<file path="src/logic/selftest_pkg.sv">
// Shared constants and types of the link self-test engine
package selftest_pkg;
  localparam logic [15:0] ADDR_CONTROL_A  = 16'h1AC0;
  localparam logic [15:0] ADDR_CONTROL_B  = 16'h1AC1;
  localparam logic [15:0] ADDR_ERR_HIGH   = 16'h1AC2;
  localparam logic [15:0] ADDR_ERR_LOW    = 16'h1AC3;
  localparam logic [15:0] ADDR_IRQ_STATUS = 16'h1AC4;
  localparam logic [15:0] ADDR_IRQ_MASK   = 16'h1AC5;
  localparam logic [15:0] ADDR_RX_STATUS  = 16'h1AC7;
  // Control A fields
  localparam int BIT_ENABLE    = 0;
  localparam int BIT_RX_SELECT = 1;
  localparam int POS_PATTERN   = 2;
  localparam int POS_SOP       = 5;
  // Control B fields
  localparam int BIT_TX_CLEAR  = 0;
  localparam int BIT_TX_GO     = 1;
  localparam int BIT_ERR_CLEAR = 2;
  // Receive status fields and interrupt events
  localparam int BIT_RX_LOCKED = 0;
  localparam int BIT_RX_ACTIVE = 1;
  localparam int BIT_RX_ERROR  = 2;
  localparam int IRQ_TX_DONE   = 0;
  localparam int IRQ_RX_LOCK   = 1;
  localparam int IRQ_RX_ERROR  = 2;
  localparam logic [7:0] RESET_BYTE = 8'h00;
  // Timing
  localparam int CLOCK_MHZ       = 100;
  localparam int BIT_TIME_NS     = 3333;
  localparam int BIT_CYCLES      = (BIT_TIME_NS * CLOCK_MHZ) / 1000;
  localparam int LOCK_BITS       = 16;
  localparam int FRAME_BITS      = 1024;
  localparam logic [15:0] PRBS_SEED = 16'hACE1;
  // Five SOP ordered sets as 20-bit vectors, LSB sent first
  localparam logic [19:0] SOP_SET0 = 20'h8C631;
  localparam logic [19:0] SOP_SET1 = 20'h31C63;
  localparam logic [19:0] SOP_SET2 = 20'h98C63;
  localparam logic [19:0] SOP_SET3 = 20'h9CC31;
  localparam logic [19:0] SOP_SET4 = 20'h9CE31;
  typedef enum logic [2:0] {
    PAT_PRBS  = 3'h0,
    PAT_ONES  = 3'h1,
    PAT_ZEROS = 3'h2,
    PAT_ALT   = 3'h3,
    PAT_FRAME = 3'h4,
    PAT_EVEN  = 3'h5
  } pattern_type;
  typedef enum logic [1:0] {
    TX_IDLE = 2'b00,
    TX_SOP  = 2'b01,
    TX_BODY = 2'b11
  } tx_state_type;
  typedef struct packed {
    logic [15:0] addr;
    logic [7:0]  wdata;
    logic        write;
    logic        read;
  } bus_req_type;
endpackage : selftest_pkg

</file>
<file path="src/logic/selftest_prbs.sv">
// Sixteen-bit sequence generator shared by transmit and receive sides
`timescale 1ns/1ps
`default_nettype none
module selftest_prbs #(
  parameter logic [15:0] SEED = selftest_pkg::PRBS_SEED
) (
  input  wire logic sys_clk_i,
  input  wire logic reset_i,
  input  wire logic restart_i,
  input  wire logic step_i,
  input  wire logic load_i,
  input  wire logic load_bit_i,
  output logic      bit_o
);
  logic [15:0] state_q;
  logic        feedback;
  // Taps x16+x14+x13+x11+1
  assign feedback = state_q[15] ^ state_q[13] ^ state_q[12] ^ state_q[10];
  // Output is the bit about to enter, so a filled register predicts the next bit
  assign bit_o    = feedback;
  // Shift on each bit step, or take the received bit while locking
  always_ff @(posedge sys_clk_i) begin
    if (reset_i || restart_i) begin
      state_q <= SEED;
    end else if (step_i) begin
      state_q <= {state_q[14:0], load_i ? load_bit_i : feedback};
    end
  end
endmodule : selftest_prbs
`default_nettype wire

</file>
<file path="src/logic/selftest_engine.sv">
// Link self-test engine: pattern transmitter, error-checking receiver, registers
//
// Functional notes
// - Own sequence, pattern and bit timer for transmit
// - Register picks one of five 20-bit SOPs
// - Selected SOP sent one bit at a time
// - Transmit test when enabled and receive unselected
// - Pattern field selects transmitted test kind
// - Clear then go starts; go reads running
// - Transmitter stops within one bit time
// - Receive side checks bits against local sequence
// - Receive test when enabled and receive selected
// - Error-count clear bit zeroes the counter, or loads one with a same-cycle error
// - Error count read as high and low byte
`timescale 1ns/1ps
`default_nettype none
module selftest_engine #(
  parameter int BIT_CYCLES = selftest_pkg::BIT_CYCLES,
  parameter int FRAME_BITS = selftest_pkg::FRAME_BITS
) (
  input  wire logic        sys_clk_i,
  input  wire logic        reset_i,
  input  wire logic [15:0] addr_i,
  input  wire logic [7:0]  wdata_i,
  input  wire logic        write_i,
  input  wire logic        read_i,
  output logic      [7:0]  rdata_o,
  output logic             irq_o,
  output logic             tx_bit_o,
  output logic             tx_active_o,
  input  wire logic        rx_bit_i,
  input  wire logic        rx_strobe_i
);
  selftest_pkg::bus_req_type req;
  logic [7:0]  control_a_q;
  logic [7:0]  irq_status_q;
  logic [7:0]  irq_mask_q;
  logic [7:0]  rdata_q;
  logic [15:0] err_count_q;
  logic        tx_go_q;
  selftest_pkg::tx_state_type tx_state_q;
  logic [15:0] bit_timer_q;
  logic [4:0]  sop_index_q;
  logic [10:0] body_count_q;
  logic        tx_bit_q;
  logic        alt_q;
  logic [2:0]  rx_sync_q;
  logic [4:0]  lock_count_q;
  logic        rx_locked_q;
  logic        rx_error_q;
  logic        rx_bit_d1_q;
  logic        rx_bit_s;
  logic        rx_strobe_s;

  assign req = '{addr: addr_i, wdata: wdata_i, write: write_i, read: read_i};

  // Mode decode
  wire enable      = control_a_q[selftest_pkg::BIT_ENABLE];
  wire rx_select   = control_a_q[selftest_pkg::BIT_RX_SELECT];
  wire tx_mode     = enable && !rx_select;
  wire rx_mode     = enable && rx_select;
  wire [2:0] pattern = control_a_q[selftest_pkg::POS_PATTERN +: 3];
  wire [2:0] sop_sel = control_a_q[selftest_pkg::POS_SOP +: 3];

  // Register decode
  wire hit_a    = req.addr == selftest_pkg::ADDR_CONTROL_A;
  wire hit_b    = req.addr == selftest_pkg::ADDR_CONTROL_B;
  wire hit_hi   = req.addr == selftest_pkg::ADDR_ERR_HIGH;
  wire hit_lo   = req.addr == selftest_pkg::ADDR_ERR_LOW;
  wire hit_ists = req.addr == selftest_pkg::ADDR_IRQ_STATUS;
  wire hit_imsk = req.addr == selftest_pkg::ADDR_IRQ_MASK;
  wire hit_rxs  = req.addr == selftest_pkg::ADDR_RX_STATUS;
  wire wr_b     = req.write && hit_b;
  wire tx_clear = wr_b && req.wdata[selftest_pkg::BIT_TX_CLEAR];
  wire tx_go    = wr_b && req.wdata[selftest_pkg::BIT_TX_GO];
  wire err_clr  = wr_b && req.wdata[selftest_pkg::BIT_ERR_CLEAR];

  // SOP multiplexer to a static 20-bit vector
  wire [19:0] sop_vec = (sop_sel == 3'h0) ? selftest_pkg::SOP_SET0 :
                        (sop_sel == 3'h1) ? selftest_pkg::SOP_SET1 :
                        (sop_sel == 3'h2) ? selftest_pkg::SOP_SET2 :
                        (sop_sel == 3'h3) ? selftest_pkg::SOP_SET3 :
                                            selftest_pkg::SOP_SET4;

  // Bit timer: one-cycle enable per bit time, runs only while transmitting
  wire bit_tick = (bit_timer_q == 16'(BIT_CYCLES - 1));
  wire tx_run   = tx_state_q != selftest_pkg::TX_IDLE;
  wire framed   = pattern == selftest_pkg::PAT_FRAME;
  wire sop_last = sop_index_q == 5'd19;
  wire body_end = framed && (body_count_q == 11'(FRAME_BITS - 1));

  // Generator advances once per body bit taken from it, so no bit repeats
  wire body_load = tx_mode && !tx_clear &&
                   ((tx_state_q == selftest_pkg::TX_IDLE && tx_go && !tx_go_q && !framed) ||
                    (tx_state_q == selftest_pkg::TX_SOP && bit_tick && sop_last) ||
                    (tx_state_q == selftest_pkg::TX_BODY && bit_tick && !body_end));

  // Transmit sequence generator
  logic tx_prbs_bit;
  selftest_prbs #(.SEED(selftest_pkg::PRBS_SEED)) u_tx_prbs (
    .sys_clk_i  (sys_clk_i),
    .reset_i    (reset_i),
    .restart_i  (tx_clear),
    .step_i     (body_load),
    .load_i     (1'b0),
    .load_bit_i (1'b0),
    .bit_o      (tx_prbs_bit)
  );

  // Next transmitted bit by pattern kind
  logic next_bit;
  always_comb begin
    case (pattern)
      selftest_pkg::PAT_ONES:  next_bit = 1'b1;
      selftest_pkg::PAT_ZEROS: next_bit = 1'b0;
      selftest_pkg::PAT_ALT:   next_bit = alt_q;
      selftest_pkg::PAT_EVEN:  next_bit = ~alt_q;
      default:                 next_bit = tx_prbs_bit;
    endcase
  end

  // Control register A and interrupt mask
  always_ff @(posedge sys_clk_i) begin
    if (reset_i) begin
      control_a_q <= selftest_pkg::RESET_BYTE;
      irq_mask_q  <= selftest_pkg::RESET_BYTE;
    end else begin
      if (req.write && hit_a) control_a_q <= req.wdata;
      if (req.write && hit_imsk) irq_mask_q <= req.wdata;
    end
  end

  // Go flag: set by software, cleared by clear bit, frame end or mode exit
  always_ff @(posedge sys_clk_i) begin
    if (reset_i) begin
      tx_go_q <= 1'b0;
    end else if (tx_clear || !tx_mode) begin
      tx_go_q <= 1'b0;
    end else if (tx_go) begin
      tx_go_q <= 1'b1;
    end else if (bit_tick && body_end) begin
      tx_go_q <= 1'b0;
    end
  end

  // Bit timer restarts at go so the first bit is a full bit time
  always_ff @(posedge sys_clk_i) begin
    if (reset_i || !tx_run || bit_tick) begin
      bit_timer_q <= '0;
    end else begin
      bit_timer_q <= bit_timer_q + 16'h0001;
    end
  end

  // Transmit sequencer: SOP bits in frame mode, then body; clear stops it at once
  always_ff @(posedge sys_clk_i) begin
    if (reset_i || tx_clear || !tx_mode) begin
      tx_state_q   <= selftest_pkg::TX_IDLE;
      sop_index_q  <= '0;
      body_count_q <= '0;
      tx_bit_q     <= 1'b0;
      alt_q        <= 1'b0;
    end else begin
      case (tx_state_q)
        selftest_pkg::TX_IDLE: begin
          if (tx_go && !tx_go_q) begin
            tx_state_q <= framed ? selftest_pkg::TX_SOP : selftest_pkg::TX_BODY;
            tx_bit_q   <= framed ? sop_vec[0] : next_bit;
            sop_index_q  <= '0; // Counts left over from an ended frame
            body_count_q <= '0;
            alt_q      <= ~alt_q;
          end
        end
        selftest_pkg::TX_SOP: begin
          if (bit_tick) begin
            if (sop_last) begin
              tx_state_q <= selftest_pkg::TX_BODY;
              tx_bit_q   <= next_bit;
            end else begin
              sop_index_q <= sop_index_q + 5'd1;
              tx_bit_q    <= sop_vec[sop_index_q + 5'd1];
            end
          end
        end
        selftest_pkg::TX_BODY: begin
          if (bit_tick) begin
            if (body_end) begin
              tx_state_q <= selftest_pkg::TX_IDLE;
              tx_bit_q   <= 1'b0;
            end else begin
              body_count_q <= body_count_q + 11'd1;
              tx_bit_q     <= next_bit;
              alt_q        <= ~alt_q;
            end
          end
        end
        default: tx_state_q <= selftest_pkg::TX_IDLE;
      endcase
    end
  end

  assign tx_bit_o    = tx_bit_q;
  assign tx_active_o = tx_run;

  // Receive input synchronisers
  always_ff @(posedge sys_clk_i) begin
    if (reset_i) begin
      rx_sync_q   <= '0;
    end else begin
      rx_sync_q   <= {rx_sync_q[1:0], rx_strobe_i};
    end
  end
  always_ff @(posedge sys_clk_i) begin
    if (reset_i) begin
      rx_bit_d1_q <= 1'b0;
    end else begin
      rx_bit_d1_q <= rx_bit_i;
    end
  end
  logic rx_bit_d2_q;
  always_ff @(posedge sys_clk_i) begin
    if (reset_i) begin
      rx_bit_d2_q <= 1'b0;
    end else begin
      rx_bit_d2_q <= rx_bit_d1_q;
    end
  end
  assign rx_bit_s    = rx_bit_d2_q;
  assign rx_strobe_s = rx_sync_q[1] && !rx_sync_q[2];

  // Receive checker: load generator with incoming bits, then compare
  logic rx_ref_bit;
  wire  rx_step = rx_mode && rx_strobe_s;
  wire  rx_mism = rx_step && rx_locked_q && (rx_ref_bit != rx_bit_s);
  selftest_prbs #(.SEED(selftest_pkg::PRBS_SEED)) u_rx_prbs (
    .sys_clk_i  (sys_clk_i),
    .reset_i    (reset_i),
    .restart_i  (!rx_mode),
    .step_i     (rx_step),
    .load_i     (!rx_locked_q),
    .load_bit_i (rx_bit_s),
    .bit_o      (rx_ref_bit)
  );

  // Lock after the generator has been filled with received bits
  always_ff @(posedge sys_clk_i) begin
    if (reset_i || !rx_mode) begin
      lock_count_q <= '0;
      rx_locked_q  <= 1'b0;
    end else if (rx_step && !rx_locked_q) begin
      lock_count_q <= lock_count_q + 5'd1;
      rx_locked_q  <= lock_count_q == 5'(selftest_pkg::LOCK_BITS - 1);
    end
  end

  // Error counter saturates; clear wins only when no error arrives
  always_ff @(posedge sys_clk_i) begin
    if (reset_i) begin
      err_count_q <= '0;
      rx_error_q  <= 1'b0;
    end else if (rx_mism) begin
      err_count_q <= err_clr ? 16'h0001 : err_count_q + {15'h0000, ~&err_count_q};
      rx_error_q  <= 1'b1;
    end else if (err_clr) begin
      err_count_q <= '0;
      rx_error_q  <= 1'b0;
    end
  end

  // Sticky interrupt events; a new event beats a write-one clear
  logic [7:0] irq_events;
  logic       tx_run_d_q;
  always_comb begin
    irq_events = 8'h00;
    irq_events[selftest_pkg::IRQ_TX_DONE]  = tx_run_d_q && !tx_run;
    irq_events[selftest_pkg::IRQ_RX_LOCK]  = rx_step && !rx_locked_q &&
                                             lock_count_q == 5'(selftest_pkg::LOCK_BITS - 1);
    irq_events[selftest_pkg::IRQ_RX_ERROR] = rx_mism;
  end
  wire [7:0] irq_clear = (req.write && hit_ists) ? req.wdata : 8'h00;
  always_ff @(posedge sys_clk_i) begin
    if (reset_i) begin
      irq_status_q <= selftest_pkg::RESET_BYTE;
      tx_run_d_q   <= 1'b0;
    end else begin
      irq_status_q <= (irq_status_q & ~irq_clear) | irq_events;
      tx_run_d_q   <= tx_run;
    end
  end
  assign irq_o = |(irq_status_q & irq_mask_q);

  // Read mux; unmapped addresses read zero
  wire [7:0] ctl_b_read = {6'h00, tx_go_q, 1'b0};
  wire [7:0] rx_stat    = {5'h00, rx_error_q, rx_mode, rx_locked_q};
  wire [7:0] read_mux   = hit_a    ? control_a_q :
                          hit_b    ? ctl_b_read :
                          hit_hi   ? err_count_q[15:8] :
                          hit_lo   ? err_count_q[7:0] :
                          hit_ists ? irq_status_q :
                          hit_imsk ? irq_mask_q :
                          hit_rxs  ? rx_stat : 8'h00;
  always_ff @(posedge sys_clk_i) begin
    if (reset_i) begin
      rdata_q <= '0;
    end else begin
      rdata_q <= req.read ? read_mux : 8'h00;
    end
  end
  assign rdata_o = rdata_q;
endmodule : selftest_engine
`default_nettype wire

</file>
<file path="config.mk">
export PLATFORM = sky130hd
export DESIGN_NAME = selftest_engine
export DESIGN_NICKNAME = d
export VERILOG_FILES = /design/src/logic/selftest_pkg.sv /design/src/logic/selftest_prbs.sv /design/src/logic/selftest_engine.sv
export SDC_FILE = /design/constraint.sdc
export NUM_CORES = 1
export LEC_CHECK = 0
export ABC_AREA = 1
export BUFFER_PORTS_ARGS = -buffer_cell sky130_fd_sc_hd__buf_2
export CAP_MARGIN = 30
export CORE_ASPECT_RATIO = 1.75
export CORE_MARGIN = 10
export CORE_UTILIZATION = 66
export CTS_CLUSTER_DIAMETER = 150
export DETAILED_ROUTE_END_ITERATION = 6
export MAX_ROUTING_LAYER = met4
export PLACE_DENSITY = 0.86
export SLEW_MARGIN = 10
export SYNTH_ARGS = -nofsm -noshare
export SYNTH_HDL_FRONTEND = slang
export SYNTH_HIERARCHICAL = 1
export SYNTH_SLANG_ARGS = --single-unit
</file>
<file path="constraint.sdc">
create_clock -name sys_clk_i -period 3.2 [get_ports sys_clk_i]
set_input_delay 0.64 -clock sys_clk_i [delete_from_list [all_inputs] [get_ports sys_clk_i]]
set_output_delay 0.64 -clock sys_clk_i [all_outputs]
set_load 0.05 [all_outputs]
</file>
---- Yosys cells after proc, flatten, opt, wreduce, memory -nomap -nowiden ----
Cells that the tools add are included.
storage, ports and cells
  register bits after elaboration ......... 130
  bits of input ports ..................... 30
  word-level logic and storage cells ...... 180
operators by class
  add/subtract/negate cells ............... 5
  order comparisons ....................... 1
  equality and inequality tests ........... 29
  multiplexer cells ....................... 49
  bitwise gates (word level) .............. 12
  reduce and logical (&&, ||, !) cells .... 63
operator list
  kind                     count
  $eq A16 B13 Y1 const B   7
  $mux W8                  7
  $mux W16                 3
  $mux W20                 2
  $mux W11                 3
  $logic_and A1 B1 Y1      28
  $pmux W11 S2             1
  $add A16 B1 Y16          1
  $add A16 B1 Y16 const B  1
  $and A8 B8 Y8            2
  $eq A16 B9 Y1 const B    1
  $reduce_and A16 Y1       1
  $mux W1                  15
  $mux W15                 1
  $mux W5                  3
  $eq A3 B2 Y1 const B     4
  $mux W2                  6
  $ne A2 B2 Y1 const B     6
  $reduce_and A4 Y1        3
  $add A11 B1 Y11 const B  1
  $eq A11 B10 Y1 const B   1
  $logic_not A1 Y1         11
  $add A5 B1 Y5 const B    2
  $mux W10                 1
  28 further kinds         48

---- Logic depth before layout (Yosys ltp) ----
  depth after elaboration ................. 10
  mapped depth ............................ 17
  mapped depth without buffers ............ 16

---- Cells and area by module ----
Netlist, hierarchy kept.
by module, submodules not included
  module           instances  cells an instance  area an instance (um^2)  sequential area each (um^2)
  selftest_engine  1          797                5272.6                   1961.9
  selftest_prbs    2          85                 673.1                    320.3

---- Worst setup path before layout ----
Ideal clock, no wire load.
  kind .................................... input port to flip-flop
  start point ............................. input addr_i[1]
  end point ............................... register u_tx_prbs.state_q[0]
  setup time .............................. 0.113 ns
  data arrival time ....................... 2.134 ns
  path slack .............................. 0.953 ns
  cell stages on the path ................. 13
  cells stage by stage .................... buf_4 inv_2 nand2_2 nor3_4 nand3_2 nor3_1 nand3_1 a21oi_1 buf_6 inv_8 buf_12 a21oi_2 nand2_1
between the ends
  word-level cells in the longest chain between the ends .. 9
RTL lines
  element                            line                   RTL
  start, declared                    selftest_engine.sv:23  input wire logic [15:0] addr_i,
  $eq A16 B13 Y1 (*)                 selftest_engine.sv:67  wire hit_b = req.addr == selftest_pkg::ADDR_CONTROL_B;
  $logic_and A1 B1 Y1 (*)            selftest_engine.sv:73  wire wr_b = req.write && hit_b;
  $logic_and A1 B1 Y1                selftest_engine.sv:75  wire tx_go = wr_b && req.wdata[selftest_pkg::BIT_TX_GO];
  $logic_and A1 B1 Y1 (3 in series)  selftest_engine.sv:94  ((tx_state_q == selftest_pkg::TX_IDLE && tx_go && !tx_go_q && !framed) ||
  $logic_or A1 B1 Y1                 selftest_engine.sv:94
  $logic_or A1 B1 Y1                 selftest_engine.sv:95  (tx_state_q == selftest_pkg::TX_SOP && bit_tick && sop_last) ||
  $logic_and A1 B1 Y1 (*)            selftest_engine.sv:93  wire body_load = tx_mode && !tx_clear &&
  named net body_load                selftest_engine.sv:93
  end signal, assigned               selftest_prbs.sv:26    state_q <= {state_q[14:0], load_i ? load_bit_i : feedback};
  end, declared                      selftest_prbs.sv:15    logic [15:0] state_q;
Mark *: on every way through the listed nets, which the timed path passes. The rest lies on a longest branch.
A chain may end at the register's enable or synchronous reset.

---- Final worst setup path ----
  start point ............................. register body_count_q[0]
  end point ............................... register body_count_q[6]
between the ends
  word-level cells in the longest chain between the ends .. 4
RTL lines
  element                                                   line                                           RTL
  start, declared                                           selftest_engine.sv:44                          logic [10:0] body_count_q;
  start signal, assigned                                    selftest_engine.sv:191                         body_count_q <= body_count_q + 11'd1;
  $add A11 B1 Y11 / $eq A11 B10 Y1 (equally long branches)  selftest_engine.sv:191, selftest_engine.sv:90
  $mux W11 / $logic_and A1 B1 Y1 (equally long branches)    selftest_engine.sv:187, selftest_engine.sv:90
  $mux W11 / $ne A2 B2 Y1 (equally long branches)           --
  $pmux W11 S2 / $reduce_and A4 Y1 (equally long branches)  --
Several ways; a longest one is shown, not always the timed one. The select of a mux whose other input is x is not followed.

==> results.md <==
- Asr flop ratio synth: 0%
- Seq pwr share: 41.8%
- CTS tree: built
- Post-synth top area cell: dfxtp_1
- NetSw: 0.000791 W
- Die area: 14600 um^2
- Initial DRC Count: 392
- Cell Area, Placed: 6810 um^2
- Top FF cell, synth: dfxtp_1
- Synthesis-stage register bit count: 130
- Final #Nets: 1044
- CTS Buf Count: 17
- Placed insts: 1112
- Fillers: 777
- Crit path capture type: register
- Via count: 6456
- All-Layer GR Usage: 23.7%
- DP Wirelength: 11600 um
- Fraction of layout cells with a size suffix above 1: 10.0%
- DRC: 0
- CP max stage delay: 490 ps
- Initial antenna violation count: 0
- Synth unique cells: 44
- Cts repair resizes: 0
- Flop2flop setup slack: 820 ps
- Longest Clk Path Bufs: 2
- Synth area leaders: dfxtp_1 39%, nand2_1 13%, inv_1 7.0%, a21oi_1 6.9%, nor2_1 5.6%
- Worst Path Arrival: 2720 ps
- Outcome: completed
- Post-route non-filler standard cell count: 1144
- Clock slew at reported path FFs: 60 ps
- Most instantiated cells after synthesis: 232 x nand2_1, 130 x dfxtp_1, 123 x inv_1
- Fmax: 0.421 GHz
- Avg Inst Size Synth: 6.84 um^2
- Initial Utilization: 67.2%
- 1st-pass router iterations: 6
- EDFF count, synth: 0
- Switching share of power: 20.3%
- RSZ-0062 raised after global routing: false
- H-tree depth: 4
- Critical path's most frequent cell: nand2_1
- Yosys warns: 6
- Number of max-cap violations: 0
- Largest net degree at the start of global routing: 21
- LEAKAGE: 2.94 nW
- Clock Sinks: 130
- Crit path cell chain: ha_1 -> inv_1 -> nor2_1 -> nand2_1 -> nor2_1 -> nand2_1 -> nand2_1 -> nand2_1 -> nand3_1 -> nand2_1 -> a21oi_1
- Vias in the first global route: 6260
- Core area: 9850 um^2
- WL final: 16500 um
- Die W: 95.7 um
- Final Skew: 9.67 ps
- # rows: 48
- GR Overflow Total: 0
- Root buffer cell: clkbuf_16
- Clock Latency Late Sink: 420 ps
- Peak VDD IR: 521 uV
- Synth top area share: 39.3%
- CP max-delay cell: nand3_1
- Worst slew pin tran: 614 ps
- Logic pwr share: 1.8%
- Post-layout util: 76.0%
- Fin. Hold Viols: 0
- Postcts setup bufs: 0
- Inserted Diodes: 0
- Element type at the critical path start: register
- Die Height: 152 um
- Number of routed nets with antenna violations: 0
- Most numerous cell in the Yosys netlist: nand2_1
- Ports: 41
- Fin crit share: 74.2%
- Final Max Tran Viols: 0
- Final min period: 2380 ps
- Relative slew slack: 59.0%
- Cells after Synth: 967
- Setup TNS: 0 ps
- Post-Layout Inst Area: 7480 um^2
- Post-CTS Hold Fix Bufs: 0
- Internal: 0.00309 W
- Crit Path Max Fanout: 13
- Total power: 0.00389 W
- Area grow syn2layout: 13.1%
- Port bufs: 40
- Synth Cell Area: 6620 um^2
- Clock power share: 56.5%
- Avg WL per Cell: 14.4 um
- First-pass GRT wire length: 27600 um
- Critical path type: register to register
- Vias/cell: 5.64
- Setup-failing EPs final: 0
- Placer Congestion: 1.00
- Pwr/cell area: 519 nW/um^2
- Hold Path Class: register to register
- Post-synthesis sequential area ratio: 39.3%
- Critical Path RT: 3540 ps
[cells in the final DEF, fill, tap and decap left out, types with 4 or more instances in the layout]
master | synthesis | final
nor3_1 | 25 | 25
nand2_1 | 232 | 232
nand3_1 | 71 | 71
o21ai_0 | 49 | 49
nor4_1 | 5 | 5
clkbuf_16 | 0 | 17
dfxtp_1 | 130 | 130
buf_4 | 2 | 5
ha_1 | 8 | 8
xnor2_1 | 7 | 7
buf_2 | 6 | 40
nor2_2 | 4 | 4
nor2_1 | 99 | 99
o211ai_1 | 11 | 11
inv_2 | 5 | 5
bufinv_16 | 0 | 5
a21oi_1 | 91 | 91
inv_1 | 123 | 123
nand4_1 | 34 | 34
xor2_1 | 10 | 10
[worst max-delay path: cells and delay by family, from the launching register on]
family / cells / cell delay, ps
and+or+nand+nor: 8 / 1420
buffers and inverters: 1 / 60
AOI/OAI and AO/OA: 1 / 140
adders and majority gates: 1 / 260
DFF: 1 / 400
[cells by family after synthesis]
group           share of synthesized area (%)
simple gates                             32.7
compound gates                           13.4
buf+inv                                  10.7
flops                                    39.3
xor+xnor                                 2.25
fa+ha+maj                                1.51
other cells                            0.0567
[power groups by stage]
stage	sequential (W)	clock [W]	combinational, W
final	0.00162	0.00219	0.0000691
after global routing	0.00162	0.00227	0.0000759
after CTS	0.00162	0.00220	0.0000677
after detailed placement	0.00166	0	0.0000672
after global placement	0.00166	0	0.0000664
after floorplan	0.00166	0	0.0000351
[routing by layer]
metal	global-route usage [%]	part of all wire, %	vias up
met5	-	0	-
met4	11.2	3.0	0
met3	4.88	5.0	49
met2	41.4	54	220
met1	24.0	38	2948
li1	-	-	3239
[stage by stage]
| step | hold WS [ps] | setup slack [ps] |
|---|---|---|
| 2_1_floorplan | 388 | 953 |
| 3_3_place_gp | 392 | 741 |
| 3_5_place_dp | 394 | 688 |
| 4_1_cts | 410 | 867 |
| 5_1_grt | 438 | 613 |
| 6_report | 407 | 825 |
[state kept, by name, indices dropped and copies added, names as in the netlist, 5 cells and up]
register           count
bit_timer_q           16
body_count_q          11
control_a_q            8
err_count_q           16
irq_mask_q             8
irq_status_q           8
lock_count_q           5
rdata_o                8
sop_index_q            5
u_rx_prbs/state_q     16
u_tx_prbs/state_q     16
[cell type report]
class	instances	area (um^2)	area share [%]
clock inverters	11	200	2.67
inverters	131	507	6.77
flip-flops and latches	130	2600	34.8
multi-input cells	681	3310	44.2
clock buffers	21	470	6.29
well taps	125	156	2.09
repair buffers	45	238	3.18
[final timing paths]
kind                                 startpoint               to  cells past startpoint
worst max register to register  body_count_q[0]  body_count_q[6]                     11
worst min-delay path               rx_sync_q[0]     rx_sync_q[1]                      2
worst min register to register     rx_sync_q[0]     rx_sync_q[1]                      2
worst max-delay path            body_count_q[0]  body_count_q[6]                     11
No activity file was read; power rests on OpenSTA's default activity.
